File: src/rtl/ebt_pkg.sv
// constants and register map of the 8-bit capture/compare timer
package ebt_pkg;

   localparam int unsigned AW = 4;
   localparam int unsigned DW = 8;

   localparam logic [AW-1:0] OFF_STATUS = 4'h0;
   localparam logic [AW-1:0] OFF_CAP1   = 4'h1;
   localparam logic [AW-1:0] OFF_CMP1   = 4'h2;
   localparam logic [AW-1:0] OFF_CMP2   = 4'h3;
   localparam logic [AW-1:0] OFF_MAIN   = 4'h4;
   localparam logic [AW-1:0] OFF_ALT    = 4'h5;
   localparam logic [AW-1:0] OFF_CAP2   = 4'h6;
   localparam logic [AW-1:0] OFF_CTRL   = 4'h7;
   localparam logic [AW-1:0] OFF_IRQ_ST = 4'h8;
   localparam logic [AW-1:0] OFF_IRQ_EN = 4'h9;
   localparam logic [AW-1:0] OFF_IRQ_CL = 4'hA;

   // event index inside the 5-bit flag vector; status bit = index + FLAG_LSB
   localparam int unsigned NEV      = 5;
   localparam int unsigned FLAG_LSB = 3;
   localparam int unsigned EV_CAP1  = 4;
   localparam int unsigned EV_CMP1  = 3;
   localparam int unsigned EV_WRAP  = 2;
   localparam int unsigned EV_CAP2  = 1;
   localparam int unsigned EV_CMP2  = 0;
   localparam int unsigned FREEZE_BIT = 2;
   localparam int unsigned PWM_BIT    = 0;

   localparam logic [DW-1:0] STATUS_RST = 8'h00;
   localparam logic [DW-1:0] CNT_RST    = 8'hFC;
   localparam logic [DW-1:0] CNT_MAX    = 8'hFF;
   localparam logic [DW-1:0] CMP_RST    = 8'h00;

   localparam int unsigned PRESC_DIV_DEF = 4;

endpackage : ebt_pkg

File: src/rtl/ebt_timer.sv
// 8-bit free-running timer with two captures, two compares and flags
`timescale 1ns/100ps
module ebt_timer #(
   parameter int unsigned PRESC_DIV = ebt_pkg::PRESC_DIV_DEF
) (
   input  wire logic                     ref_clk,
   input  wire logic                     sys_rst,
   input  wire logic                     clk_en,
   input  wire logic [ebt_pkg::AW-1:0]   reg_addr,
   input  wire logic [ebt_pkg::DW-1:0]   reg_wdata,
   input  wire logic                     reg_wr,
   input  wire logic                     reg_rd,
   output logic      [ebt_pkg::DW-1:0]   reg_rdata,
   output logic                          irq,
   input  wire logic                     capture_input_one,
   input  wire logic                     capture_input_two,
   output logic                          match_output_one,
   output logic                          match_output_one_oe,
   output logic                          match_output_two,
   output logic                          match_output_two_oe
);
   import ebt_pkg::*;

   localparam int unsigned PW = (PRESC_DIV > 1) ? $clog2(PRESC_DIV) : 1;
   localparam logic [PW-1:0] PRESC_LAST = PW'(PRESC_DIV - 1);

   typedef struct packed {
      logic [DW-1:0]  cnt;
      logic [PW-1:0]  presc;
      logic [DW-1:0]  cap1;
      logic [DW-1:0]  cap2;
      logic [DW-1:0]  cmp1;
      logic [DW-1:0]  cmp2;
      logic [NEV-1:0] flags;
      logic [NEV-1:0] armed;
      logic           freeze;
      logic           pwm;
      logic [NEV-1:0] ev_st;
      logic [NEV-1:0] ev_en;
      logic           irq;
      logic [DW-1:0]  rdata;
      logic           out1;
      logic           out2;
      logic           oe;
      logic [2:0]     sync1;
      logic [2:0]     sync2;
   } ebt_state_t;

   ebt_state_t s_q;
   ebt_state_t s_d;

   // true when the current bus cycle reads or writes the given offset
   function automatic logic ebt_hit(input logic [AW-1:0] addr,
                                    input logic          acc,
                                    input logic [AW-1:0] off);
      ebt_hit = acc && (addr == off);
   endfunction : ebt_hit

   // register whose access completes the clear sequence of an event
   function automatic logic [AW-1:0] ebt_clr_off(input int unsigned ev);
      logic [AW-1:0] off;
      off = OFF_STATUS;
      case (ev)
         EV_CAP1: off = OFF_CAP1;
         EV_CMP1: off = OFF_CMP1;
         EV_WRAP: off = OFF_MAIN;
         EV_CAP2: off = OFF_CAP2;
         EV_CMP2: off = OFF_CMP2;
         default: off = OFF_STATUS;
      endcase
      ebt_clr_off = off;
   endfunction : ebt_clr_off

   logic           acc;
   logic           st_rd;
   logic           cnt_wr;
   logic           tick;
   logic [DW-1:0]  cnt_nx;
   logic           edge1;
   logic           edge2;
   logic [NEV-1:0] ev_set;
   logic [NEV-1:0] ev_clr;
   logic [NEV-1:0] irq_clr;

   always_comb begin
      s_d = s_q;

      acc   = reg_wr | reg_rd;
      st_rd = ebt_hit(reg_addr, reg_rd, OFF_STATUS);
      // a write to either count register restarts the count
      cnt_wr = ebt_hit(reg_addr, reg_wr, OFF_MAIN) |
               ebt_hit(reg_addr, reg_wr, OFF_ALT);

      // pins pass two flops before the edge detector reads them
      s_d.sync1 = {s_q.sync1[1:0], capture_input_one};
      s_d.sync2 = {s_q.sync2[1:0], capture_input_two};
      edge1 = s_q.sync1[1] & ~s_q.sync1[2];
      edge2 = s_q.sync2[1] & ~s_q.sync2[2];

      // prescaler and count hold while frozen, except that a count register write still reloads them
      tick   = 1'b0;
      cnt_nx = s_q.cnt;
      if (cnt_wr) begin
         s_d.presc = '0;
         cnt_nx    = CNT_RST;
      end else if (!s_q.freeze) begin
         if (s_q.presc == PRESC_LAST) begin
            s_d.presc = '0;
            tick      = 1'b1;
            cnt_nx    = s_q.cnt + 8'h01;
         end else begin
            s_d.presc = s_q.presc + PW'(1);
         end
      end
      s_d.cnt = cnt_nx;

      ev_set = '0;
      if (tick && s_q.cnt == CNT_MAX) begin
         ev_set[EV_WRAP] = 1'b1;
      end
      // matches are judged on the new count, so each value hits once
      if (tick && cnt_nx == s_q.cmp1) begin
         ev_set[EV_CMP1] = 1'b1;
      end
      if (tick && cnt_nx == s_q.cmp2) begin
         ev_set[EV_CMP2] = 1'b1;
         if (s_q.pwm) begin
            ev_set[EV_CAP1] = 1'b1;
         end
      end
      if (edge1) begin
         ev_set[EV_CAP1] = 1'b1;
         s_d.cap1        = s_q.cnt;
      end
      if (edge2) begin
         ev_set[EV_CAP2] = 1'b1;
         s_d.cap2        = s_q.cnt;
      end

      // second step of each clear sequence; the alternate count
      // register has no entry here and so never touches the wrap flag
      for (int unsigned i = 0; i < NEV; i++) begin
         ev_clr[i] = s_q.armed[i] &&
                     ebt_hit(reg_addr, acc, ebt_clr_off(i));
      end

      // set wins over a clear arriving in the same cycle
      s_d.flags = (s_q.flags & ~ev_clr) | ev_set;
      if (st_rd) begin
         s_d.armed = s_q.flags;
      end else begin
         // a fresh event disarms its flag, so it survives the sequence
         s_d.armed = s_q.armed & ~ev_clr & ~ev_set;
      end

      // register writes stay open while frozen
      irq_clr = '0;
      if (reg_wr) begin
         unique case (reg_addr)
            OFF_STATUS: s_d.freeze = reg_wdata[FREEZE_BIT];
            OFF_CMP1:   s_d.cmp1   = reg_wdata;
            OFF_CMP2:   s_d.cmp2   = reg_wdata;
            OFF_CTRL:   s_d.pwm    = reg_wdata[PWM_BIT];
            OFF_IRQ_EN: s_d.ev_en  = reg_wdata[FLAG_LSB +: NEV];
            OFF_IRQ_CL: irq_clr    = reg_wdata[FLAG_LSB +: NEV];
            default:    ;
         endcase
      end

      // interrupt status: sticky, set beats the write-one clear
      s_d.ev_st = (s_q.ev_st & ~irq_clr) | ev_set;
      s_d.irq   = |(s_d.ev_st & s_d.ev_en);

      // read data stand only in the cycle after the read strobe
      s_d.rdata = '0;
      if (reg_rd) begin
         unique case (reg_addr)
            OFF_STATUS: s_d.rdata = {s_q.flags, s_q.freeze, 2'b00};
            OFF_CAP1:   s_d.rdata = s_q.cap1;
            OFF_CMP1:   s_d.rdata = s_q.cmp1;
            OFF_CMP2:   s_d.rdata = s_q.cmp2;
            OFF_MAIN:   s_d.rdata = s_q.cnt;
            OFF_ALT:    s_d.rdata = s_q.cnt;
            OFF_CAP2:   s_d.rdata = s_q.cap2;
            OFF_CTRL:   s_d.rdata = {7'h00, s_q.pwm};
            OFF_IRQ_ST: s_d.rdata = {s_q.ev_st, 3'b000};
            OFF_IRQ_EN: s_d.rdata = {s_q.ev_en, 3'b000};
            default:    s_d.rdata = '0;
         endcase
      end

      // outputs: toggle on match, or out1 in pwm mode high from the wrap to
      // the compare one match; forced low and released while frozen
      if (s_d.freeze) begin
         s_d.out1 = 1'b0;
         s_d.out2 = 1'b0;
         s_d.oe   = 1'b0;
      end else begin
         s_d.oe = 1'b1;
         if (s_q.pwm) begin
            if (ev_set[EV_CMP1]) begin
               s_d.out1 = 1'b0;
            end else if (ev_set[EV_WRAP]) begin
               s_d.out1 = 1'b1;
            end
         end else if (ev_set[EV_CMP1]) begin
            s_d.out1 = ~s_q.out1;
         end
         if (ev_set[EV_CMP2]) begin
            s_d.out2 = ~s_q.out2;
         end
      end
   end

   always_ff @(posedge ref_clk) begin
      if (sys_rst) begin
         s_q        <= '0;
         s_q.cnt    <= CNT_RST;
         s_q.cmp1   <= CMP_RST;
         s_q.cmp2   <= CMP_RST;
         s_q.flags  <= STATUS_RST[FLAG_LSB +: NEV];
         s_q.freeze <= STATUS_RST[FREEZE_BIT];
      end else if (clk_en) begin
         s_q <= s_d;
      end
   end

   assign reg_rdata           = s_q.rdata;
   assign irq                 = s_q.irq;
   assign match_output_one    = s_q.out1;
   assign match_output_two    = s_q.out2;
   assign match_output_one_oe = s_q.oe;
   assign match_output_two_oe = s_q.oe;

endmodule : ebt_timer

File: config.mk
export PLATFORM = sky130hd
export DESIGN_NAME = ebt_timer
export DESIGN_NICKNAME = d
export VERILOG_FILES = /design/src/rtl/ebt_pkg.sv /design/src/rtl/ebt_timer.sv
export SDC_FILE = /design/constraint.sdc
export NUM_CORES = 1
export LEC_CHECK = 0
export ABC_AREA = 1
export BUFFER_PORTS_ARGS = -buffer_cell sky130_fd_sc_hd__buf_2
export CORE_MARGIN = 1
export CORE_UTILIZATION = 50
export DETAILED_ROUTE_END_ITERATION = 12
export HOLD_SLACK_MARGIN = 0.05
export PLACE_DENSITY = 0.76
export SYNTH_ARGS = -nofsm -noshare
export SYNTH_HDL_FRONTEND = slang
export SYNTH_SLANG_ARGS = --single-unit
export TNS_END_PERCENT = 30
File: constraint.sdc
create_clock -name ref_clk -period 5.2 [get_ports ref_clk]
set_clock_uncertainty 0.15 [all_clocks]
set_input_delay 0.52 -clock ref_clk [delete_from_list [all_inputs] [get_ports ref_clk]]
set_output_delay 0.52 -clock ref_clk [all_outputs]
set_load 0.01 [all_outputs]
Word level (Yosys, flattened, before mapping)
Cells that the tools add are included.
Storage, ports and cells
  register bits after elaboration: 82
  bits of input ports: 19
  word-level logic and storage cells: 116
Cells by class
  add/subtract/negate cells: 2
  eq/ne operators: 15
  multiplexer cells: 32
  bitwise gates (word level): 18
  reduce and logical (&&, ||, !) cells: 30
Operators by type and width (count)
  $pmux 8 s9: 1
  $mux 8: 4
  $and 5x5->5: 5
  $mux 5: 5
  $mux 1: 17
  $eq 4x3->1 const B: 4
  $eq 8x8->1: 2
  $logic_and 1x1->1: 16
  $not 5->5: 3
  $eq 4x4->1 const B: 3
  $reduce_and 3->1: 4
  $or 5x5->5: 2
  $add 8x1->8 const B: 1
  $eq 4x2->1 const B: 2
  $eq 8x8->1 const B: 1
  $mux 2: 4
  $reduce_and 2->1: 4
  $reduce_bool 3->1: 2
  $reduce_or 5->1: 1
  $eq 4x1->1 const B: 1
  $logic_not 4->1: 1
  $not 1->1: 4
  $mux 3: 1
  $add 2x1->2 const B: 1
  other kinds (6): 8

Longest topological paths before layout
  word-level depth: 11
  depth in mapped cells: 16

Least setup slack after synthesis
Ideal clock, no wire load.
  path kind: input port to flip-flop
  start point: input port reg_addr[3] (netlist bit)
  end point: register s_q (netlist bit irq)
  library setup time: 117 ps
  arrival time: 1699 ps
  required time: 4933 ps
  setup slack: 3233 ps
  cell stages on the path: 12
  path buffers: 1
  cells stage by stage: inv_1 nand4_4 buf_6 nand3_1 xor2_1 nor2_1 nand2_1 nand2_1 nand2_1 nand3_1 nor2_1 nor2_1
On the way
  word-level cells in the longest chain between the ends: 11
  elaborated cells between the ends (all ways): 28
  classes of those cells: eq/ne (6); mux (11); bitwise (5); reduce/logical (6)
Ends and longest elaborated chain
  start: declaration: RTL line ebt_timer.sv:9  | input wire logic [ebt_pkg::AW-1:0] reg_addr,
  $eq 4x3->1: RTL line ebt_timer.sv:56  | ebt_hit = acc && (addr == off);
  $logic_and 1x1->1: RTL line ebt_timer.sv:56
  $or 1x1->1: RTL line ebt_timer.sv:91  | cnt_wr = ebt_hit(reg_addr, reg_wr, OFF_MAIN) |
  $mux 8: RTL line ebt_timer.sv:103  | if (cnt_wr) begin
  $eq 8x8->1: RTL line ebt_timer.sv:125  | if (tick && cnt_nx == s_q.cmp2) begin
  $logic_and 1x1->1: RTL line ebt_timer.sv:125
  $mux 1: RTL line ebt_timer.sv:125
  $mux 1: RTL line ebt_timer.sv:131  | if (edge1) begin
  $or 5x5->5: RTL line ebt_timer.sv:171  | s_d.ev_st = (s_q.ev_st & ~irq_clr) | ev_set;
  $and 5x5->5 *: RTL line ebt_timer.sv:172  | s_d.irq = |(s_d.ev_st & s_d.ev_en);
  $reduce_or 5->1 *: RTL line ebt_timer.sv:172
  end: declaration: RTL line ebt_timer.sv:49  | ebt_state_t s_q;
Every way passes the cells marked *; elsewhere a longest branch is shown, timed or not.
A chain may end at the register's enable or synchronous reset.

Worst setup path in the final report
  start point: input port clk_en
  end point: register s_q[73] (netlist bit)
On the way
  word-level cells in the longest chain between the ends: 1
Ends and longest elaborated chain
  start: declaration: RTL line ebt_timer.sv:8  | input wire logic clk_en,
  $reduce_and 2->1 (no line)
No other way between the ends.

==> metrics.cfg <==
[cells_and_area]
area_growth_syn_to_layout_pct = 7.26
drive_above_1_share_pct = 10.2
fin_cells = 740
finalInstanceArea_um2 = 4550
post-route-util_pct = 55.4
layout.nets = 651
fill_cells = 810
num_antenna_cells = 0

[setup_path]
r2r_start = s_q[72]
worstSetupEndpointType = flip-flop
arrival_ns = 2.77
critPathSlowestCell = clkinv_1
rr_endpoint = match_output_one
cp_max_fo = 52
reg2reg_depth = 14
required_ns = 5.28
criticalPathCategory = in2reg
cp_slowest_stage_delay_ns = 0.95
ff2ff_setup_slack_ns = 2.69
crit_path_start_kind = primary input
path_common_cell = a21oi_1
cp_cell_sequence = buf_2 -> buf_4 -> clkinv_1 -> a21oi_1 -> inv_1 -> nand2_1 -> a21oi_1

[routing]
drt_iter0_drc = 341
avgViaCountPerCell = 5.82
wl_um = 12200
detail_route.drc_violations = 0
dr.pass1.iters = 5
route.vias.total = 4307
ant_nets = 0
wl_per_cell_um = 16.6

[status]
status = finished, final reports clean

[die]
die_x_um = 94.1
start_util_pct = 51.6
core_area_um2 = 8220
rows = 33
die-area_um2 = 8860
ioPinCount = 32
die_h_um = 94.1

[timing]
fmax_mhz = 372
setup_violations = 0
tightest_slew_ns = 1.17
drv_slew = 0
holdWs_ns = 0.223
worst_slack_ns = 2.51
rsz0062_at_grt = no
fin_crit_ns = 2.69
timing.final.crit_share_pct = 51.7
setup-tns-final_ns = 0
relSlewSlack_pct = 22.0
final-hold-violation-count = 0

[clock_network]
htreeDepth = 3
cts_hold_buf = 0
clk_latency_ns = 0.37
cts_tree = done
postCtsSetupBuffers = 0
clockBufferDepth = 2
ctsResizeCount = 0
cts-root-buf = clkbuf_8
cts.sinks = 82
path_clk_slew_ns = 0.09
cts_buffers = 9

[synth]
synth_seq_cells = 82
yosys.area_share.simple_pct = 27.2
ys_warn_count = 0
synth_area_um2 = 4240
syn_inst = 622
seq_area_frac_synth_pct = 38.7
yosys.area_share.adder_pct = 0.590
yosys-top-cells-area = dfxtp_1 (39%), nand2_1 (11%), a21oi_1 (9.3%)
yosysUniqueCellTypes = 34
ys.flop_type = dfxtp_1
synth.area.mux_share_pct = 0.531
synth_edf_count = 0
synth.top_cell.area_share_pct = 38.7
synthTopCellsByCount = nand2_1 (122), dfxtp_1 (82), a21oi_1 (79), inv_1 (67), o21ai_0 (67)
syn_area_per_cell_um2 = 6.82
synth_xor_area_share_pct = 0.413
synth_top_family_by_area = simple AND/OR/NAND/NOR gates
synth_compound_area_share_pct = 22.2
async_reset_ff_share_pct = 0
yosysMostFrequentCell = nand2_1
synth_largest_area_cell = dfxtp_1
syn-num-nets = 643

[global_route]
antenna_found_initial = 0
overflow = 0
grt_start_max_net_pins = 53
first_global_vias = 3939
grt_pass1_wl_um = 20000
grt_use_total_pct = 29.9

[power]
power.density_nw_per_um2 = 280
leakage_nw = 1.91
p_total_mw = 1.27
vdd_drop_max_mv = 0.139

[placement]
dp_cells = 724
dpl.hpwl_um = 8930
gp_congestion = 0.959
numPortBuffers = 31
postPlaceCellArea_um2 = 4360
dp_slack_ns = 2.15

[worst_hold_path]
holdPathStages = 3
hold_end = s_d[4]
hold_class = in2reg
min_from = capture_input_one

[run]
maxCapViolations = 0

-- metal layers --
metal / share of wire [%] / vias to the layer above / global-route usage, %
li1: - / 2118 / -
met1: 45 / 1988 / 39.7
met2: 44 / 166 / 46.1
met3: 6.4 / 35 / 5.74
met4: 4.1 / 0 / 14.6
met5: 0 / - / 0
-- worst max path at each step --
stage,startpoint,slack [ns],to,cells after the start
3_3_place_gp,clk_en,2.24,s_q[73],7
2_1_floorplan,reg_addr[3],3.23,irq,12
3_5_place_dp,clk_en,2.15,s_q[73],7
4_1_cts,clk_en,2.53,s_q[73],7
5_1_grt,clk_en,2.31,s_q[73],7
6_report,clk_en,2.51,s_q[73],7
-- report_power, final --
part | total [mW] | switching, mW | leakage, nW | internal, mW
registers | 0.669 | 0.0168 | 0.669 | 0.652
logic | 0.150 | 0.105 | 1.15 | 0.0449
clock network | 0.454 | 0.253 | 0.0919 | 0.201
total | 1.27 | 0.375 | 1.91 | 0.898
-- flip-flops by register name, indices dropped and copies added (netlist names) --
| register | cells |
|---|---|
| s_q | 66 |
| match_output_one | 1 |
| match_output_one_oe | 1 |
| reg_rdata | 8 |
| irq | 1 |
| match_output_two | 1 |
| s_d | 4 |
-- cell families after synthesis --
kind of cell	Yosys count
buffers and inverters	105
xor gates and xnor gates	2
and+or+nand+nor	255
DFF	82
AOI/OAI and AO/OA	174
adders and majority gates	2
muxes	2
-- layout make-up --
type                            count  area [um2]  share of cell area (%)
Sequential cell                    82        1640                    36.1
Tap cell                          105         131                    2.89
Clock inverter                      5        37.5                   0.825
Multi-Input combinational cell    435        2160                    47.5
Inverter                           70         263                    5.78
Timing Repair Buffer               32         163                    3.58
Clock buffer                       11         151                    3.33
-- placed cells by master, fill, tap and decap left out, drive strengths merged, types with 4 or more instances in the layout --
master  netlist  routed
buf          13      32
o21ai        68      68
o22ai         8       8
clkinv        2       4
a21oi        79      79
nand2       122     122
clkbuf       22      11
nor2         50      50
nand4        20      20
dfxtp        82      82
inv          68      69
nor3          5       5
nand3        57      57
a221oi        8       8
-- critical path, delay by kind of cell --
kind	cells	cell delay (ns)
and+or+nand+nor	1	0.08
buffers and inverters	4	1.56
AOI/OAI and AO/OA	2	0.59
No activity file was read; power rests on OpenSTA's default activity.
